$ cat config.mk
export PLATFORM = sky130hd
export DESIGN_NAME = calendar_alarm_core
export DESIGN_NICKNAME = d
export VERILOG_FILES = /design/src/include/calendar_alarm_pkg.sv /design/src/verilog/calendar_alarm_core.sv
export SDC_FILE = /design/constraint.sdc
export NUM_CORES = 1
export LEC_CHECK = 0
export ABC_AREA = 1
export BUFFER_PORTS_ARGS = -buffer_cell sky130_fd_sc_hd__clkbuf_2
export CAP_MARGIN = 10
export CORE_MARGIN = 3
export CORE_UTILIZATION = 45
export CTS_CLUSTER_DIAMETER = 120
export DETAILED_ROUTE_END_ITERATION = 7
export PLACE_DENSITY = 0.72
export SLEW_MARGIN = 20
export SYNTH_ARGS = -nofsm -noshare
export SYNTH_HDL_FRONTEND = slang
export SYNTH_SLANG_ARGS = --single-unit
$ cat constraint.sdc
create_clock -name ref_clk_i -period 2.15 [get_ports ref_clk_i]
set_input_delay 0.1075 -clock ref_clk_i [delete_from_list [all_inputs] [get_ports ref_clk_i]]
set_output_delay 0.1075 -clock ref_clk_i [all_outputs]
set_load 0.01 [all_outputs]
$ cat src/include/calendar_alarm_pkg.sv
// Constants and types for the calendar and alarm core
package calendar_alarm_pkg;

    typedef logic [7:0] byte_t;
    typedef logic [3:0] addr_t;

    // Register addresses
    localparam addr_t ADDR_CONTROL_2 = 4'h1;
    localparam addr_t ADDR_SECONDS = 4'h2;
    localparam addr_t ADDR_MINUTES = 4'h3;
    localparam addr_t ADDR_HOURS = 4'h4;
    localparam addr_t ADDR_DAYS = 4'h5;
    localparam addr_t ADDR_DAY_OF_WEEK = 4'h6;
    localparam addr_t ADDR_MONTH_CENTURY = 4'h7;
    localparam addr_t ADDR_YEAR_COUNT = 4'h8;
    localparam addr_t ADDR_ALARM_MINUTE = 4'h9;
    localparam addr_t ADDR_ALARM_HOUR = 4'ha;
    localparam addr_t ADDR_ALARM_DATE = 4'hb;
    localparam addr_t ADDR_ALARM_DOW = 4'hc;

    // Field positions and masks
    localparam int ALARM_FLAG_BIT = 3;
    localparam int CENTURY_BIT = 7;
    localparam int MATCH_OFF_BIT = 7;
    localparam byte_t SEC_MASK = 8'h7f;
    localparam byte_t MIN_MASK = 8'h7f;
    localparam byte_t HOUR_MASK = 8'h3f;
    localparam byte_t DAY_MASK = 8'h3f;
    localparam byte_t DOW_MASK = 8'h07;
    localparam byte_t MONTH_MASK = 8'h1f;
    localparam byte_t YEAR_MASK = 8'hff;
    localparam byte_t ALARM_MIN_MASK = 8'hff;
    localparam byte_t ALARM_HOUR_MASK = 8'hbf;
    localparam byte_t ALARM_DAY_MASK = 8'hbf;
    localparam byte_t ALARM_DOW_MASK = 8'h87;

    // Counter limits in BCD
    localparam byte_t SEC_MAX = 8'h59;
    localparam byte_t MIN_MAX = 8'h59;
    localparam byte_t HOUR_MAX = 8'h23;
    localparam byte_t DOW_MAX = 8'h06;
    localparam byte_t MONTH_MAX = 8'h12;
    localparam byte_t YEAR_MAX = 8'h99;
    localparam byte_t MONTH_FEB = 8'h02;
    localparam byte_t MONTH_APR = 8'h04;
    localparam byte_t MONTH_JUN = 8'h06;
    localparam byte_t MONTH_SEP = 8'h09;
    localparam byte_t MONTH_NOV = 8'h11;
    localparam byte_t DAYS_31 = 8'h31;
    localparam byte_t DAYS_30 = 8'h30;
    localparam byte_t DAYS_29 = 8'h29;
    localparam byte_t DAYS_28 = 8'h28;

    // Reset values
    localparam byte_t RST_ZERO = 8'h00;
    localparam byte_t RST_ONE = 8'h01;
    localparam byte_t RST_ALARM = 8'h80;
    localparam logic RST_CENTURY = 1'b0;

endpackage

$ cat src/verilog/calendar_alarm_core.sv
// Calendar counters, transfer freeze and alarm comparators
`timescale 1ns/1ps
module calendar_alarm_core (
    input wire logic ref_clk_i,
    input wire logic reset_n_i,
    input wire logic tick_1hz_i,
    input wire logic xfer_active_i,
    input wire calendar_alarm_pkg::addr_t reg_addr_i,
    input wire logic reg_wr_i,
    input wire calendar_alarm_pkg::byte_t reg_wdata_i,
    output calendar_alarm_pkg::byte_t reg_rdata_o,
    output logic alarm_flag_o
);
    import calendar_alarm_pkg::*;

    // Synchroniser and edge detect for the oscillator tick
    logic tick_meta_reg;
    logic tick_sync_reg;
    logic tick_prev_reg;
    logic tick_pulse;

    // Time and alarm registers
    byte_t sec_reg;
    byte_t min_reg;
    byte_t hour_reg;
    byte_t day_reg;
    logic [2:0] dow_reg;
    logic century_reg;
    byte_t month_reg;
    byte_t year_reg;
    byte_t alarm_min_reg;
    byte_t alarm_hour_reg;
    byte_t alarm_date_reg;
    byte_t alarm_dow_reg;
    logic alarm_flag_reg;
    logic pending_reg;
    logic match_prev_reg;

    // Next-value wires from the carry chain
    byte_t sec_next;
    byte_t min_next;
    byte_t hour_next;
    byte_t day_next;
    logic [2:0] dow_next;
    logic century_next;
    byte_t month_next;
    byte_t year_next;
    logic do_inc;
    logic match_now;
    logic wr_flag;
    byte_t rdata_next;

    // BCD increment with wrap to a floor value
    function automatic byte_t bcd_inc(input byte_t v, input byte_t maxv, input byte_t minv);
        byte_t r;
        r = v;
        if (v == maxv) begin
            r = minv;
        end else if (v[3:0] == 4'h9) begin
            r = {4'(v[7:4] + 4'h1), 4'h0};
        end else begin
            r = {v[7:4], 4'(v[3:0] + 4'h1)};
        end
        return r;
    endfunction

    // Leap test on a BCD year, 00 counts as leap
    function automatic logic is_leap(input byte_t y);
        logic r;
        r = 1'b0;
        if (y[4] == 1'b0) begin
            r = (y[3:0] == 4'h0) || (y[3:0] == 4'h4) || (y[3:0] == 4'h8);
        end else begin
            r = (y[3:0] == 4'h2) || (y[3:0] == 4'h6);
        end
        return r;
    endfunction

    // Last day of a BCD month
    function automatic byte_t last_day(input byte_t m, input byte_t y);
        byte_t r;
        r = DAYS_31;
        if (m == MONTH_FEB) begin
            r = is_leap(y) ? DAYS_29 : DAYS_28;
        end else if ((m == MONTH_APR) || (m == MONTH_JUN) || (m == MONTH_SEP) || (m == MONTH_NOV)) begin
            r = DAYS_30;
        end
        return r;
    endfunction

    // Tick crosses in from the oscillator domain
    always_ff @(posedge ref_clk_i or negedge reset_n_i) begin
        if (!reset_n_i) begin
            tick_meta_reg <= 1'b0;
            tick_sync_reg <= 1'b0;
            tick_prev_reg <= 1'b0;
        end else begin
            tick_meta_reg <= tick_1hz_i;
            tick_sync_reg <= tick_meta_reg;
            tick_prev_reg <= tick_sync_reg;
        end
    end

    assign tick_pulse = tick_sync_reg && !tick_prev_reg;

    // Increment only outside a transfer, own tick or the held one
    assign do_inc = !xfer_active_i && (tick_pulse || pending_reg);

    // Hold one tick seen during a transfer
    always_ff @(posedge ref_clk_i or negedge reset_n_i) begin
        if (!reset_n_i) begin
            pending_reg <= 1'b0;
        end else if (xfer_active_i) begin
            if (tick_pulse) begin
                pending_reg <= 1'b1;
            end
        end else begin
            pending_reg <= 1'b0;
        end
    end

    // Carry chain from seconds through years to the century bit
    always_comb begin
        sec_next = bcd_inc(sec_reg, SEC_MAX, RST_ZERO);
        min_next = min_reg;
        hour_next = hour_reg;
        day_next = day_reg;
        dow_next = dow_reg;
        month_next = month_reg;
        year_next = year_reg;
        century_next = century_reg;
        if (sec_reg == SEC_MAX) begin
            min_next = bcd_inc(min_reg, MIN_MAX, RST_ZERO);
            if (min_reg == MIN_MAX) begin
                hour_next = bcd_inc(hour_reg, HOUR_MAX, RST_ZERO);
                if (hour_reg == HOUR_MAX) begin
                    dow_next = (dow_reg == DOW_MAX[2:0]) ? 3'h0 : 3'(dow_reg + 3'h1);
                    day_next = bcd_inc(day_reg, last_day(month_reg, year_reg), RST_ONE);
                    if (day_reg == last_day(month_reg, year_reg)) begin
                        month_next = bcd_inc(month_reg, MONTH_MAX, RST_ONE);
                        if (month_reg == MONTH_MAX) begin
                            year_next = bcd_inc(year_reg, YEAR_MAX, RST_ZERO);
                            if (year_reg == YEAR_MAX) begin
                                century_next = !century_reg;
                            end
                        end
                    end
                end
            end
        end
    end

    // Time counters: host writes, else carry chain
    always_ff @(posedge ref_clk_i or negedge reset_n_i) begin
        if (!reset_n_i) begin
            sec_reg <= RST_ZERO;
            min_reg <= RST_ZERO;
            hour_reg <= RST_ZERO;
            day_reg <= RST_ONE;
            dow_reg <= RST_ZERO[2:0];
            month_reg <= RST_ONE;
            year_reg <= RST_ZERO;
            century_reg <= RST_CENTURY;
        end else if (reg_wr_i) begin
            case (reg_addr_i)
                ADDR_SECONDS: sec_reg <= reg_wdata_i & SEC_MASK;
                ADDR_MINUTES: min_reg <= reg_wdata_i & MIN_MASK;
                ADDR_HOURS: hour_reg <= reg_wdata_i & HOUR_MASK;
                ADDR_DAYS: day_reg <= reg_wdata_i & DAY_MASK;
                ADDR_DAY_OF_WEEK: dow_reg <= reg_wdata_i[2:0];
                ADDR_MONTH_CENTURY: begin
                    month_reg <= reg_wdata_i & MONTH_MASK;
                    century_reg <= reg_wdata_i[CENTURY_BIT];
                end
                ADDR_YEAR_COUNT: year_reg <= reg_wdata_i & YEAR_MASK;
                default: ;
            endcase
        end else if (do_inc) begin
            sec_reg <= sec_next;
            min_reg <= min_next;
            hour_reg <= hour_next;
            day_reg <= day_next;
            dow_reg <= dow_next;
            month_reg <= month_next;
            year_reg <= year_next;
            century_reg <= century_next;
        end
    end

    // Alarm registers, disabled after reset
    always_ff @(posedge ref_clk_i or negedge reset_n_i) begin
        if (!reset_n_i) begin
            alarm_min_reg <= RST_ALARM;
            alarm_hour_reg <= RST_ALARM;
            alarm_date_reg <= RST_ALARM;
            alarm_dow_reg <= RST_ALARM;
        end else if (reg_wr_i) begin
            case (reg_addr_i)
                ADDR_ALARM_MINUTE: alarm_min_reg <= reg_wdata_i & ALARM_MIN_MASK;
                ADDR_ALARM_HOUR: alarm_hour_reg <= reg_wdata_i & ALARM_HOUR_MASK;
                ADDR_ALARM_DATE: alarm_date_reg <= reg_wdata_i & ALARM_DAY_MASK;
                ADDR_ALARM_DOW: alarm_dow_reg <= reg_wdata_i & ALARM_DOW_MASK;
                default: ;
            endcase
        end
    end

    // Enabled comparisons must all agree; disabled ones pass
    assign match_now = (alarm_min_reg[MATCH_OFF_BIT] || (alarm_min_reg[6:0] == min_reg[6:0]))
        && (alarm_hour_reg[MATCH_OFF_BIT] || (alarm_hour_reg[5:0] == hour_reg[5:0]))
        && (alarm_date_reg[MATCH_OFF_BIT] || (alarm_date_reg[5:0] == day_reg[5:0]))
        && (alarm_dow_reg[MATCH_OFF_BIT] || (alarm_dow_reg[2:0] == dow_reg))
        && !(alarm_min_reg[MATCH_OFF_BIT] && alarm_hour_reg[MATCH_OFF_BIT]
             && alarm_date_reg[MATCH_OFF_BIT] && alarm_dow_reg[MATCH_OFF_BIT]);

    assign wr_flag = reg_wr_i && (reg_addr_i == ADDR_CONTROL_2);

    // Remember last match to catch only its rising edge
    always_ff @(posedge ref_clk_i or negedge reset_n_i) begin
        if (!reset_n_i) begin
            match_prev_reg <= 1'b0;
        end else begin
            match_prev_reg <= match_now;
        end
    end

    // Alarm flag: set on first match, AND on write, set wins
    always_ff @(posedge ref_clk_i or negedge reset_n_i) begin
        if (!reset_n_i) begin
            alarm_flag_reg <= 1'b0;
        end else if (match_now && !match_prev_reg) begin
            alarm_flag_reg <= 1'b1;
        end else if (wr_flag) begin
            alarm_flag_reg <= alarm_flag_reg & reg_wdata_i[ALARM_FLAG_BIT];
        end
    end

    // Read multiplexer; unused bits and unmapped addresses read zero
    always_comb begin
        case (reg_addr_i)
            ADDR_CONTROL_2: rdata_next = byte_t'({alarm_flag_reg, 3'h0});
            ADDR_SECONDS: rdata_next = sec_reg;
            ADDR_MINUTES: rdata_next = min_reg;
            ADDR_HOURS: rdata_next = hour_reg;
            ADDR_DAYS: rdata_next = day_reg;
            ADDR_DAY_OF_WEEK: rdata_next = {5'h00, dow_reg};
            ADDR_MONTH_CENTURY: rdata_next = {century_reg, month_reg[6:0]};
            ADDR_YEAR_COUNT: rdata_next = year_reg;
            ADDR_ALARM_MINUTE: rdata_next = alarm_min_reg;
            ADDR_ALARM_HOUR: rdata_next = alarm_hour_reg;
            ADDR_ALARM_DATE: rdata_next = alarm_date_reg;
            ADDR_ALARM_DOW: rdata_next = alarm_dow_reg;
            default: rdata_next = RST_ZERO;
        endcase
    end

    // Registered read data
    always_ff @(posedge ref_clk_i or negedge reset_n_i) begin
        if (!reset_n_i) begin
            reg_rdata_o <= RST_ZERO;
        end else begin
            reg_rdata_o <= rdata_next;
        end
    end

    assign alarm_flag_o = alarm_flag_reg;

endmodule

==> results of run 1 <==
-- where the power goes --
| part | total [uW] | internal, uW | switching [uW] |
|---|---|---|---|
| clock | 1620 | 937 | 679 |
| sequential | 2530 | 2090 | 446 |
| combinational | 1460 | 576 | 882 |
-- cell families after synthesis --
kind of cell,share of synthesized area
muxes,0.00405
buffers and inverters,0.0732
adders and majority gates,0.0405
xor gates and xnor gates,0.0520
DFF,0.416
and+or+nand+nor,0.242
AOI/OAI and AO/OA,0.172
-- how the worst max path moves through the flow --
stage | start | slack [ns] | endpoint
2_1_floorplan | hour_reg[0]$_DFFE_PN0P_ | 0.44 | month_reg[4]$_DFFE_PN0P_
3_3_place_gp | hour_reg[0]$_DFFE_PN0P_ | 0.20 | month_reg[4]$_DFFE_PN0P_
3_5_place_dp | hour_reg[0]$_DFFE_PN0P_ | 0.14 | year_reg[1]$_DFFE_PN0P_
4_1_cts | hour_reg[0]$_DFFE_PN0P_ | 0.1 | year_reg[1]$_DFFE_PN0P_
5_1_grt | min_reg[5]$_DFFE_PN0P_ | 0.02 | month_reg[4]$_DFFE_PN0P_
6_report | sec_reg[5]$_DFFE_PN0P_ | 0.15 | month_reg[4]$_DFFE_PN0P_
-- per-layer routing --
layer | vias to the layer above | track usage | wire length, um
met5 | - | 0 | 0
met4 | 0 | 0.0979 | 526
met3 | 38 | 0.0710 | 1380
met2 | 217 | 0.371 | 7070
met1 | 2367 | 0.313 | 6540
li1 | 2460 | - | -
-- repair_timing --
action                                  CTS  global route
endpoints found under the setup margin    0            24
gates resized for setup                   0             5
hold buffers                              4             0
buffers inserted                          0             1
endpoints found under the hold margin    40             0
-- through the flow --
stage | worst slack (ns) | power, uW | hold WS (ns) | std cells
finish | 0.151 | 5610 | 0.0827 | 922
global route | 0.0195 | 5990 | 0.0748 | 922
CTS | 0.0978 | 5630 | 0.0665 | 921
detailed placement | 0.140 | 3980 | 0.116 | 901
global placement | 0.199 | 3930 | 0.107 | 901
floorplan | 0.442 | 3470 | -0.188 | 715
-- layout by cell type, fill, tap and decap left out, types with 7 or more instances in the layout --
master | netlist | final
o21ai_0 | 72 | 72
inv_2 | 8 | 8
a221oi_1 | 11 | 11
clkbuf_16 | 0 | 9
inv_1 | 89 | 89
xor2_1 | 20 | 20
clkbuf_2 | 0 | 24
nand2_1 | 145 | 145
dfrtp_1 | 86 | 85
ha_1 | 18 | 18
o22ai_1 | 17 | 17
nand4_1 | 13 | 13
nor2_1 | 61 | 59
xnor2_1 | 13 | 13
a21oi_1 | 30 | 30
o21ai_1 | 16 | 16
nand3_1 | 46 | 46
buf_4 | 0 | 7
-- worst min-delay path, delay by kind of cell --
family	cells	cell delay [ns]
AO/OA/AOI/OAI	1	0.09
buffers and inverters	2	0.19
-- final cells by class --
| class | count | area (um^2) | share of cell area |
|---|---|---|---|
| multi-input combinational | 516 | 2860 | 0.455 |
| sequential | 92 | 2310 | 0.368 |
| clock buffer | 11 | 243 | 0.0387 |
| inverter | 98 | 368 | 0.0586 |
| timing repair buffer | 36 | 233 | 0.0371 |
| tap | 164 | 205 | 0.0327 |
| clock inverter | 5 | 61.3 | 0.00977 |
==> summary.md, run 1 <==
| Metric | Value |
|---|---|
| Status | finished, final reports clean |
| Initial core utilization | 0.473 |
| Final Cycle Share | 0.930 |
| Worst VDD drop | 0.543 mV |
| Overall Global Routing Usage | 0.239 |
| CP cell instances | inv_1, ha_1, nand3_1, o21ai_1, nand2_1, nor2_4, inv_2, nor2_4, nand3_4, nand2_1, o21ai_1 |
| Synth Area per Inst | around 8 um^2 |
| Post-synthesis sequential area ratio | 0.416 |
| EDFF count, synth | 0 |
| #FFs+latches synth | between 90 and 100 |
| Crit path max fanout | 6 |
| Slowest-stage cell, CP | dfrtp_1 |
| Worst-skew pair later-pin latency | between 0.3 and 0.4 ns |
| GPL Wtd Cong | 0.988 |
| Hold path depth | 3 |
| Max-cap violations | 0 |
| Die Span X | about 120 um |
| Number of detailed-routing iterations run before antenna repair | 5 |
| # diodes | 0 |
| CP bufs+invs | 2 |
| Worst setup SP type | flop |
| Final instance area | roughly 6300 um^2 |
| Row cnt | 39 |
| Post-route DRC | 0 |
| Vias in the first global route | between 4k and 5k |
| Crit Path Category | flop to flop |
| CP required | around 2.4 ns |
| Syn Nets | 750 |
| Dpl cell area | between 5000 and 6000 um^2 |
| Largest net degree at the start of global routing | between 50 and 60 |
| First-pass GRT wire length | 25,000 um |
| Die Area | ~14,000 um^2 |
| Netlist Area Pre-Place | between 5000 and 6000 um^2 |
| TritonCTS clock tree | built |
| Worst Skew | around 0.011 ns |
| TritonCTS Buffers | 9 |
| Max frequency | approximately 500 MHz |
| Count leader, synth | nand2_1 |
| Worst flop-to-flop path endpoint | month_reg[4]$_DFFE_PN0P_ |
| Detailed placement HPWL | between 10,000 and 15,000 um |
| Antenna violations before repair | 0 |
| Final setup violation count | 0 |
| Setup TNS | 0 ns |
| WL final | around 16,000 um |
| Fillers | between 1k and 1.5k |
| Hold Startpoint | reg_wdata_i[4] |
| Slew Limit Fails | 0 |
| Reg-to-reg setup timing slack | approximately 0.15 ns |
| Crit path max-delay family | simple AND/OR/NAND/NOR gates |
| Clk buf depth | 2 |
| First DRT Iteration DRCs | between 500 and 600 |
| Clock Sink Count | slightly above 90 |
| Vias | between 5k and 6k |
| Worst r2r path cells | 11 |
| GRT overflow | 0 |
| Area grow syn2layout | 12.9% |
| Endpoint, Worst Hold | alarm_date_reg[4]$_DFFE_PN0P_ |
| H-Tree Depth | 3 |
| Port buffer count | 25 |
| Average wire per standard cell | around 17 um |
| Nets | a little under 800 |
| Worst r2r src | sec_reg[5]$_DFFE_PN0P_ |
| CP peak stage delay | roughly 0.42 ns |
| Most common library cells after synthesis | nand2_1 (145), inv_1 (89), dfrtp_1 (86) |
| Share of post-route cells with drive strength above 1 | 0.121 |
| CORE AREA | 11,800 um^2 |
| Unique masters post-synth | 45 |
| Area leader, netlist | dfrtp_1 |
| Average vias per placed instance | between 5 and 6 |
| Hold crit path type | input port to flop |
| IO Pins | 26 |
| LEAKAGE | 0.00298 uW |
| Post-Synthesis Cells | 715 |
| Pwr per Cell Area | 894 nW/um^2 |
| Share of the synthesized area in the top cell type | 0.387 |
| Min cycle time layout | about 2 ns |
| Post-route core utilization | 0.534 |
| Top_reg_cell synth | dfrtp_1 |
| Async SR Flop Fraction | 1.00 |
| Slew @ Worst Pin | ~0.5 ns |
| ANT nets after route | 0 |
| Top cells by area, synth | dfrtp_1 (39%), nand2_1 (9.8%), o21ai_0 (6.5%), inv_1 (6.0%), nand3_1 (4.1%) |
| Final hold viol count | 0 |
| Crit. End Element | flop |
| Critical path arrival | about 2.2 ns |
| Clock slew at reported path FFs | around 0.070 ns |
| Crit path depth | 11 |
| Clock Root Buffer | clkbuf_16 |
| Die H | between 100 and 150 um |
| Yosys warns | 0 |
| Max-slew headroom | 0.665 |
| RSZ-0062 raised after global routing | false |
Power figures use the tool's default switching activity.
==> run 2, diff against run 1 <==
--- a/config.mk
+++ b/config.mk
@@ -13,6 +13,7 @@
 export CTS_CLUSTER_DIAMETER = 120
 export DETAILED_ROUTE_END_ITERATION = 7
 export PLACE_DENSITY = 0.72
+export SETUP_SLACK_MARGIN = 0.5
 export SLEW_MARGIN = 20
 export SYNTH_ARGS = -nofsm -noshare
 export SYNTH_HDL_FRONTEND = slang
==> run 2 against run 1 <==
Worst hold slack worse by 0.062 ns. Global-route usage up 1.1 points. Critical path depth up 1. Fmax up 6.5%. Non-clock buffer count up 35. Utilization up 5.0 points. Routed wire length up 8.1%. Via count up 6.4%.
==> summary.md, run 2 (synthesis results as in run 1) <==
| Metric | Value |
|---|---|
| Reg-to-reg setup timing slack | approximately 0.27 ns |
| Worst r2r path cells | 12 |
| H-Tree Depth | 3 |
| First DRT Iteration DRCs | around 540 |
| # diodes | 0 |
| Post-route DRC | 0 |
| ANT nets after route | 0 |
| Worst-skew pair later-pin latency | about 0.35 ns |
| CORE AREA | 11,800 um^2 |
| Area grow syn2layout | 23.5% |
| Slew @ Worst Pin | 0.521 ns |
| CP peak stage delay | slightly below 0.6 ns |
| Largest net degree at the start of global routing | between 50 and 60 |
| Worst flop-to-flop path endpoint | century_reg$_DFFE_PN0P_ |
| Average vias per placed instance | around 5.6 |
| GRT overflow | 0 |
| Average wire per standard cell | ~18 um |
| Die H | ~120 um |
| Initial core utilization | 0.473 |
| Hold path depth | 2 |
| Post-route core utilization | 0.584 |
| LEAKAGE | 0.00318 uW |
| Clock slew at reported path FFs | ~0.07 ns |
| Crit. End Element | flop |
| Critical path arrival | 2.12 ns |
| Hold_ws | ~0.021 ns |
| Slew Limit Fails | 0 |
| Vias | about 5.4k |
| Hold Startpoint | reg_wdata_i[6] |
| Max frequency | 533 MHz |
| Overall Global Routing Usage | 0.249 |
| RSZ-0062 raised after global routing | true |
| TritonCTS clock tree | built |
| IO Pins | 26 |
| Final hold viol count | 0 |
| Crit path max fanout | 6 |
| Min cycle time layout | ~1.9 ns |
| Clock Sink Count | 92 |
| Final setup violation count | 0 |
| Clk buf depth | 2 |
| Fillers | about 1.1k |
| GPL Wtd Cong | between 0.9 and 1 |
| WL final | between 15,000 and 20,000 um |
| Final Power | between 5000 and 6000 uW |
| CP bufs+invs | 2 |
| Setup TNS | 0 ns |
| Max-slew headroom | 0.652 |
| Crit path max-delay family | simple AND/OR/NAND/NOR gates |
| Vias in the first global route | around 5.1k |
| Most frequent cells in the layout | nand2_1 (134), dfrtp_1 (77), inv_1 (76) |
| First-pass GRT wire length | about 26,000 um |
| Worst VDD drop | ~0.4 mV |
| Pwr per Cell Area | between 800 and 900 nW/um^2 |
| Final Cycle Share | 0.873 |
| Number of detailed-routing iterations run before antenna repair | 6 |
| Non-Filler Instances | between 900 and 1k |
| Worst setup SP type | flop |
| Die Area | 13,700 um^2 |
| Nets | approximately 820 |
| CP required | 2.39 ns |
| Share of post-route cells with drive strength above 1 | 0.242 |
| Endpoint, Worst Hold | alarm_min_reg[6]$_DFFE_PN0P_ |
| Port buffer count | 25 |
| Max-cap violations | 0 |
| Commonest non-fill, non-tap cell in the layout | nand2_1 |
| Status | finished, final reports clean |
| Dpl cells | around 900 |
| Row cnt | 39 |
| Hold crit path type | input port to flop |
| Crit-path most repeated cell | nand2_1 |
| Slowest-stage cell, CP | dfstp_2 |
| TritonCTS Buffers | 9 |
| CP cell instances | inv_4, nor2_4, nand2_2, nand2_1, nand2_1, nand4_1, nand3_4, buf_6, nand2_8, nand3_2, nand2_1, o21ai_1 |
| Crit Path Category | flop to flop |
| Worst Skew | around 0.0098 ns |
| Die Span X | approximately 120 um |
| Worst r2r src | month_reg[0]$_DFFE_PN1P_ |
| Detailed placement HPWL | 12,000 um |
| Clock Root Buffer | clkbuf_16 |
| Antenna violations before repair | 0 |
## run 2: cell types whose count changed in the layout (fill, tap and decap cells not counted), moves of 8 or more
| cell | change |
|---|---|
| o21ai_0 | -9 |
| nand2_2 | +9 |
| dfrtp_1 | -8 |
| inv_1 | -13 |
| inv_2 | +10 |
| buf_4 | +31 |
| dfrtp_2 | +8 |
| nor2_4 | +9 |
| nand2_1 | -11 |
| nand3_1 | -8 |
| nor2_1 | -8 |
## run 2: how the worst max path moves through the flow
| stage | from | to | slack, ns | depth (start not counted) |
|---|---|---|---|---|
| finish | month_reg[0]$_DFFE_PN1P_ | century_reg$_DFFE_PN0P_ | 0.27 | 12 |
| global route | month_reg[5]$_DFFE_PN0P_ | century_reg$_DFFE_PN0P_ | 0.17 | 11 |
| CTS | sec_reg[5]$_DFFE_PN0P_ | month_reg[7]$_DFFE_PN0P_ | 0.33 | 11 |
| detailed placement | hour_reg[0]$_DFFE_PN0P_ | day_reg[6]$_DFFE_PN0P_ | 0.12 | 12 |
| global placement | month_reg[5]$_DFFE_PN0P_ | year_reg[7]$_DFFE_PN0P_ | 0.21 | 10 |
| floorplan | hour_reg[0]$_DFFE_PN0P_ | month_reg[4]$_DFFE_PN0P_ | 0.44 | 12 |
## run 2: where the power goes
| part | switching (uW) | internal, uW |
|---|---|---|
| Clock | 696 | 789 |
| Sequential | 441 | 2090 |
| Combinational | 1080 | 780 |
## run 2: cell type report
cell class / count / area [um^2] / area share
clock buffers: 9 / 225 / 0.0328
clock inverters: 7 / 52.6 / 0.00766
inverters: 98 / 378 / 0.0550
multi-input cells: 517 / 3170 / 0.462
flip-flops and latches: 92 / 2320 / 0.338
well taps: 164 / 205 / 0.0299
repair buffers: 71 / 512 / 0.0746
## run 2: stage by stage
step	worst slack [ns]	instance area, um^2
global route	0.175	6860
CTS	0.334	6480
finish	0.273	6860
detailed placement	0.123	5920
global placement	0.207	5920
floorplan	0.442	5560
## run 2: routing by layer
layer,part of all wire,GRT usage,up-vias
met2,0.46,0.391,259
met3,0.078,0.0612,52
met5,0,0,-
li1,-,-,2535
met4,0.040,0.103,0
met1,0.42,0.331,2562
## run 2: timing repair
item                                    4_1_cts  5_1_grt
gates resized for setup                      30       81
endpoints found under the hold margin        34        0
pin swaps                                    13       17
setup buffers                                22       14
endpoints found under the setup margin       35       48
gates cloned                                  1        0
hold buffers                                  3        0
==> run 3, diff against run 2 <==
--- a/config.mk
+++ b/config.mk
@@ -10,6 +10,7 @@
 export CAP_MARGIN = 10
 export CORE_MARGIN = 3
 export CORE_UTILIZATION = 45
+export CTS_BUF_LIST = sky130_fd_sc_hd__clkbuf_4 sky130_fd_sc_hd__clkbuf_8
 export CTS_CLUSTER_DIAMETER = 120
 export DETAILED_ROUTE_END_ITERATION = 7
 export PLACE_DENSITY = 0.72
==> run 3 against run 2 <==
Combinational power barely moved. Total power fell by 7.5%. Sequential share of layout area rose by 0.87 points. Largest cell class unchanged. Sequential power barely moved. Non-clock buffer count rose by 3. Routed wire length rose by 0.20%. Clock power fell by 28%. Highest routed layer unchanged. Clock skew rose by 0.0056 ns. Critical path depth did not move.
==> summary.md, run 3 (synthesis results as in run 1) <==
| Metric | Value |
|---|---|
| Largest net degree at the start of global routing | 55 |
| Commonest non-fill, non-tap cell in the layout | nand2_1 |
| Max-slew headroom | 0.668 |
| Final Power | ~5400 uW |
| Critical path arrival | 2.14 ns |
| Status | finished, final reports clean |
| Antenna violations before repair | 0 |
| Initial core utilization | 0.473 |
| RSZ-0062 raised after global routing | true |
| TritonCTS clock tree | built |
| Share of post-route cells with drive strength above 1 | 0.225 |
| Clock Root Buffer | clkbuf_8 |
| Setup TNS | 0 ns |
| Number of detailed-routing iterations run before antenna repair | 5 |
| Port buffer count | 25 |
| Post-route DRC | 0 |
| TritonCTS Buffers | 9 |
| Vias in the first global route | about 5.1k |
| Final instance area | ~6700 um^2 |
| GPL Wtd Cong | around 0.96 |
| Clock Sink Count | 92 |
| Crit. End Element | flop |
| Max frequency | ~530 MHz |
| Worst VDD drop | about 0.40 mV |
| Dpl cells | about 900 |
| Vias | 5,415 |
| CORE AREA | 11,800 um^2 |
| Pwr per Cell Area | approximately 810 nW/um^2 |
| Max-cap violations | 0 |
| Overall Global Routing Usage | 0.251 |
| CP required | between 2 and 2.5 ns |
| Final setup violation count | 0 |
| Most frequent cells in the layout | nand2_1 (138), dfrtp_1 (80), inv_1 (77) |
| Worst setup SP type | flop |
| GRT overflow | 0 |
| Dpl ws | approximately 0.12 ns |
| Die Area | approximately 14,000 um^2 |
| Crit Path Category | flop to flop |
| Crit path max fanout | 6 |
| Die Span X | around 120 um |
| Average vias per placed instance | roughly 5.6 |
| Detailed placement HPWL | approximately 12,000 um |
| Worst Skew | around 0.015 ns |
| # diodes | 0 |
| Fillers | 1,083 |
| Reg-to-reg setup timing slack | about 0.28 ns |
| First-pass GRT wire length | 26,100 um |
| Final worst setup slack | 0.275 ns |
| Final hold viol count | 0 |
| Non-Filler Instances | just under 1k |
| LEAKAGE | 0.00312 uW |
| Nets | roughly 830 |
| Min cycle time layout | 1.87 ns |
| Die H | roughly 120 um |
| Average wire per standard cell | approximately 17 um |
| Slew @ Worst Pin | about 0.5 ns |
| Clock slew at reported path FFs | approximately 0.10 ns |
| IO Pins | 26 |
| First DRT Iteration DRCs | about 640 |
| ANT nets after route | 0 |
| WL final | between 15,000 and 20,000 um |
| Area grow syn2layout | 20.2% |
| Clk buf depth | 2 |
| Worst-skew pair later-pin latency | 0.39 ns |
| Slew Limit Fails | 0 |
| H-Tree Depth | 3 |
| Final Cycle Share | 0.872 |
| Hold crit path type | input port to flop |
| Row cnt | 39 |
| Dpl cell area | approximately 5900 um^2 |
-- run 3: cell count changes in the layout (fill, tap and decap cells not counted), moves of 3 or more --
cell       delta
clkbuf_16     -9
clkbuf_8      +9
dfrtp_1       +3
dfrtp_2       -3
ha_4          -3
nand2_1       +4
nand2_2       -3
nor2_4        -3
o21ai_0       -3
o21ai_1       +4
-- run 3: critical path, cell delays in order (launching register included) --
cell	delay, ns
dfrtp_1	0.42
ha_4	0.16
inv_2	0.03
nor2_2	0.09
nand4_1	0.10
nand2_1	0.12
o21ai_2	0.08
nor2_4	0.17
inv_4	0.07
nor2_4	0.21
nand3_4	0.14
nand2_1	0.09
o21ai_1	0.06
-- run 3: per-stage QoR --
stage	hold WS, ns	util
2_1_floorplan	-0.188	-
3_3_place_gp	0.111	0.503
3_5_place_dp	0.110	0.503
4_1_cts	0.0145	0.550
5_1_grt	0.0266	0.568
6_report	0.0347	0.568
-- run 3: cell type report --
type	count	area, um^2	area share
Clock inverter	7	52.6	0.00787
Tap cell	164	205	0.0307
Clock buffer	9	124	0.0185
Inverter	98	382	0.0571
Timing Repair Buffer	74	537	0.0803
Multi-Input combinational cell	517	3060	0.459
Sequential cell	92	2320	0.347
-- run 3: report_power, final --
| part | switching [uW] | internal, uW |
|---|---|---|
| Combinational | 1060 | 781 |
| Sequential | 431 | 2090 |
| Clock | 650 | 425 |
| Total | 2140 | 3300 |
-- run 3: path summary, 6_finish.rpt --
kind | from | endpoint | depth (start not counted)
min reg2reg | tick_meta_reg$_DFF_PN0_ | tick_sync_reg$_DFF_PN0_ | 0
max | hour_reg[1]$_DFFE_PN0P_ | month_reg[4]$_DFFE_PN0P_ | 12
max reg2reg | hour_reg[1]$_DFFE_PN0P_ | month_reg[4]$_DFFE_PN0P_ | 12
min in group asynchronous | reset_n_i | century_reg$_DFFE_PN0P_ | 2
max in group asynchronous | reset_n_i | hour_reg[0]$_DFFE_PN0P_ | 3
min | reg_wdata_i[5] | alarm_date_reg[5]$_DFFE_PN0P_ | 3
-- run 3: layer usage --
layer  GRT usage  up-vias  routed length (um)
met1       0.336     2594                7170
met5           0        -                   0
li1            -     2531                   -
met3      0.0622       49                1290
met4      0.0887        0                 524
met2       0.399      241                7830
-- run 3: repair_timing --
action / CTS / global route
hold endpoints to repair: 35 / 0
gates resized for setup: 39 / 50
buffers inserted: 28 / 10
endpoints found under the setup margin: 36 / 48
gates cloned: 1 / 0
pin swaps: 20 / 16
hold buffers: 4 / 0
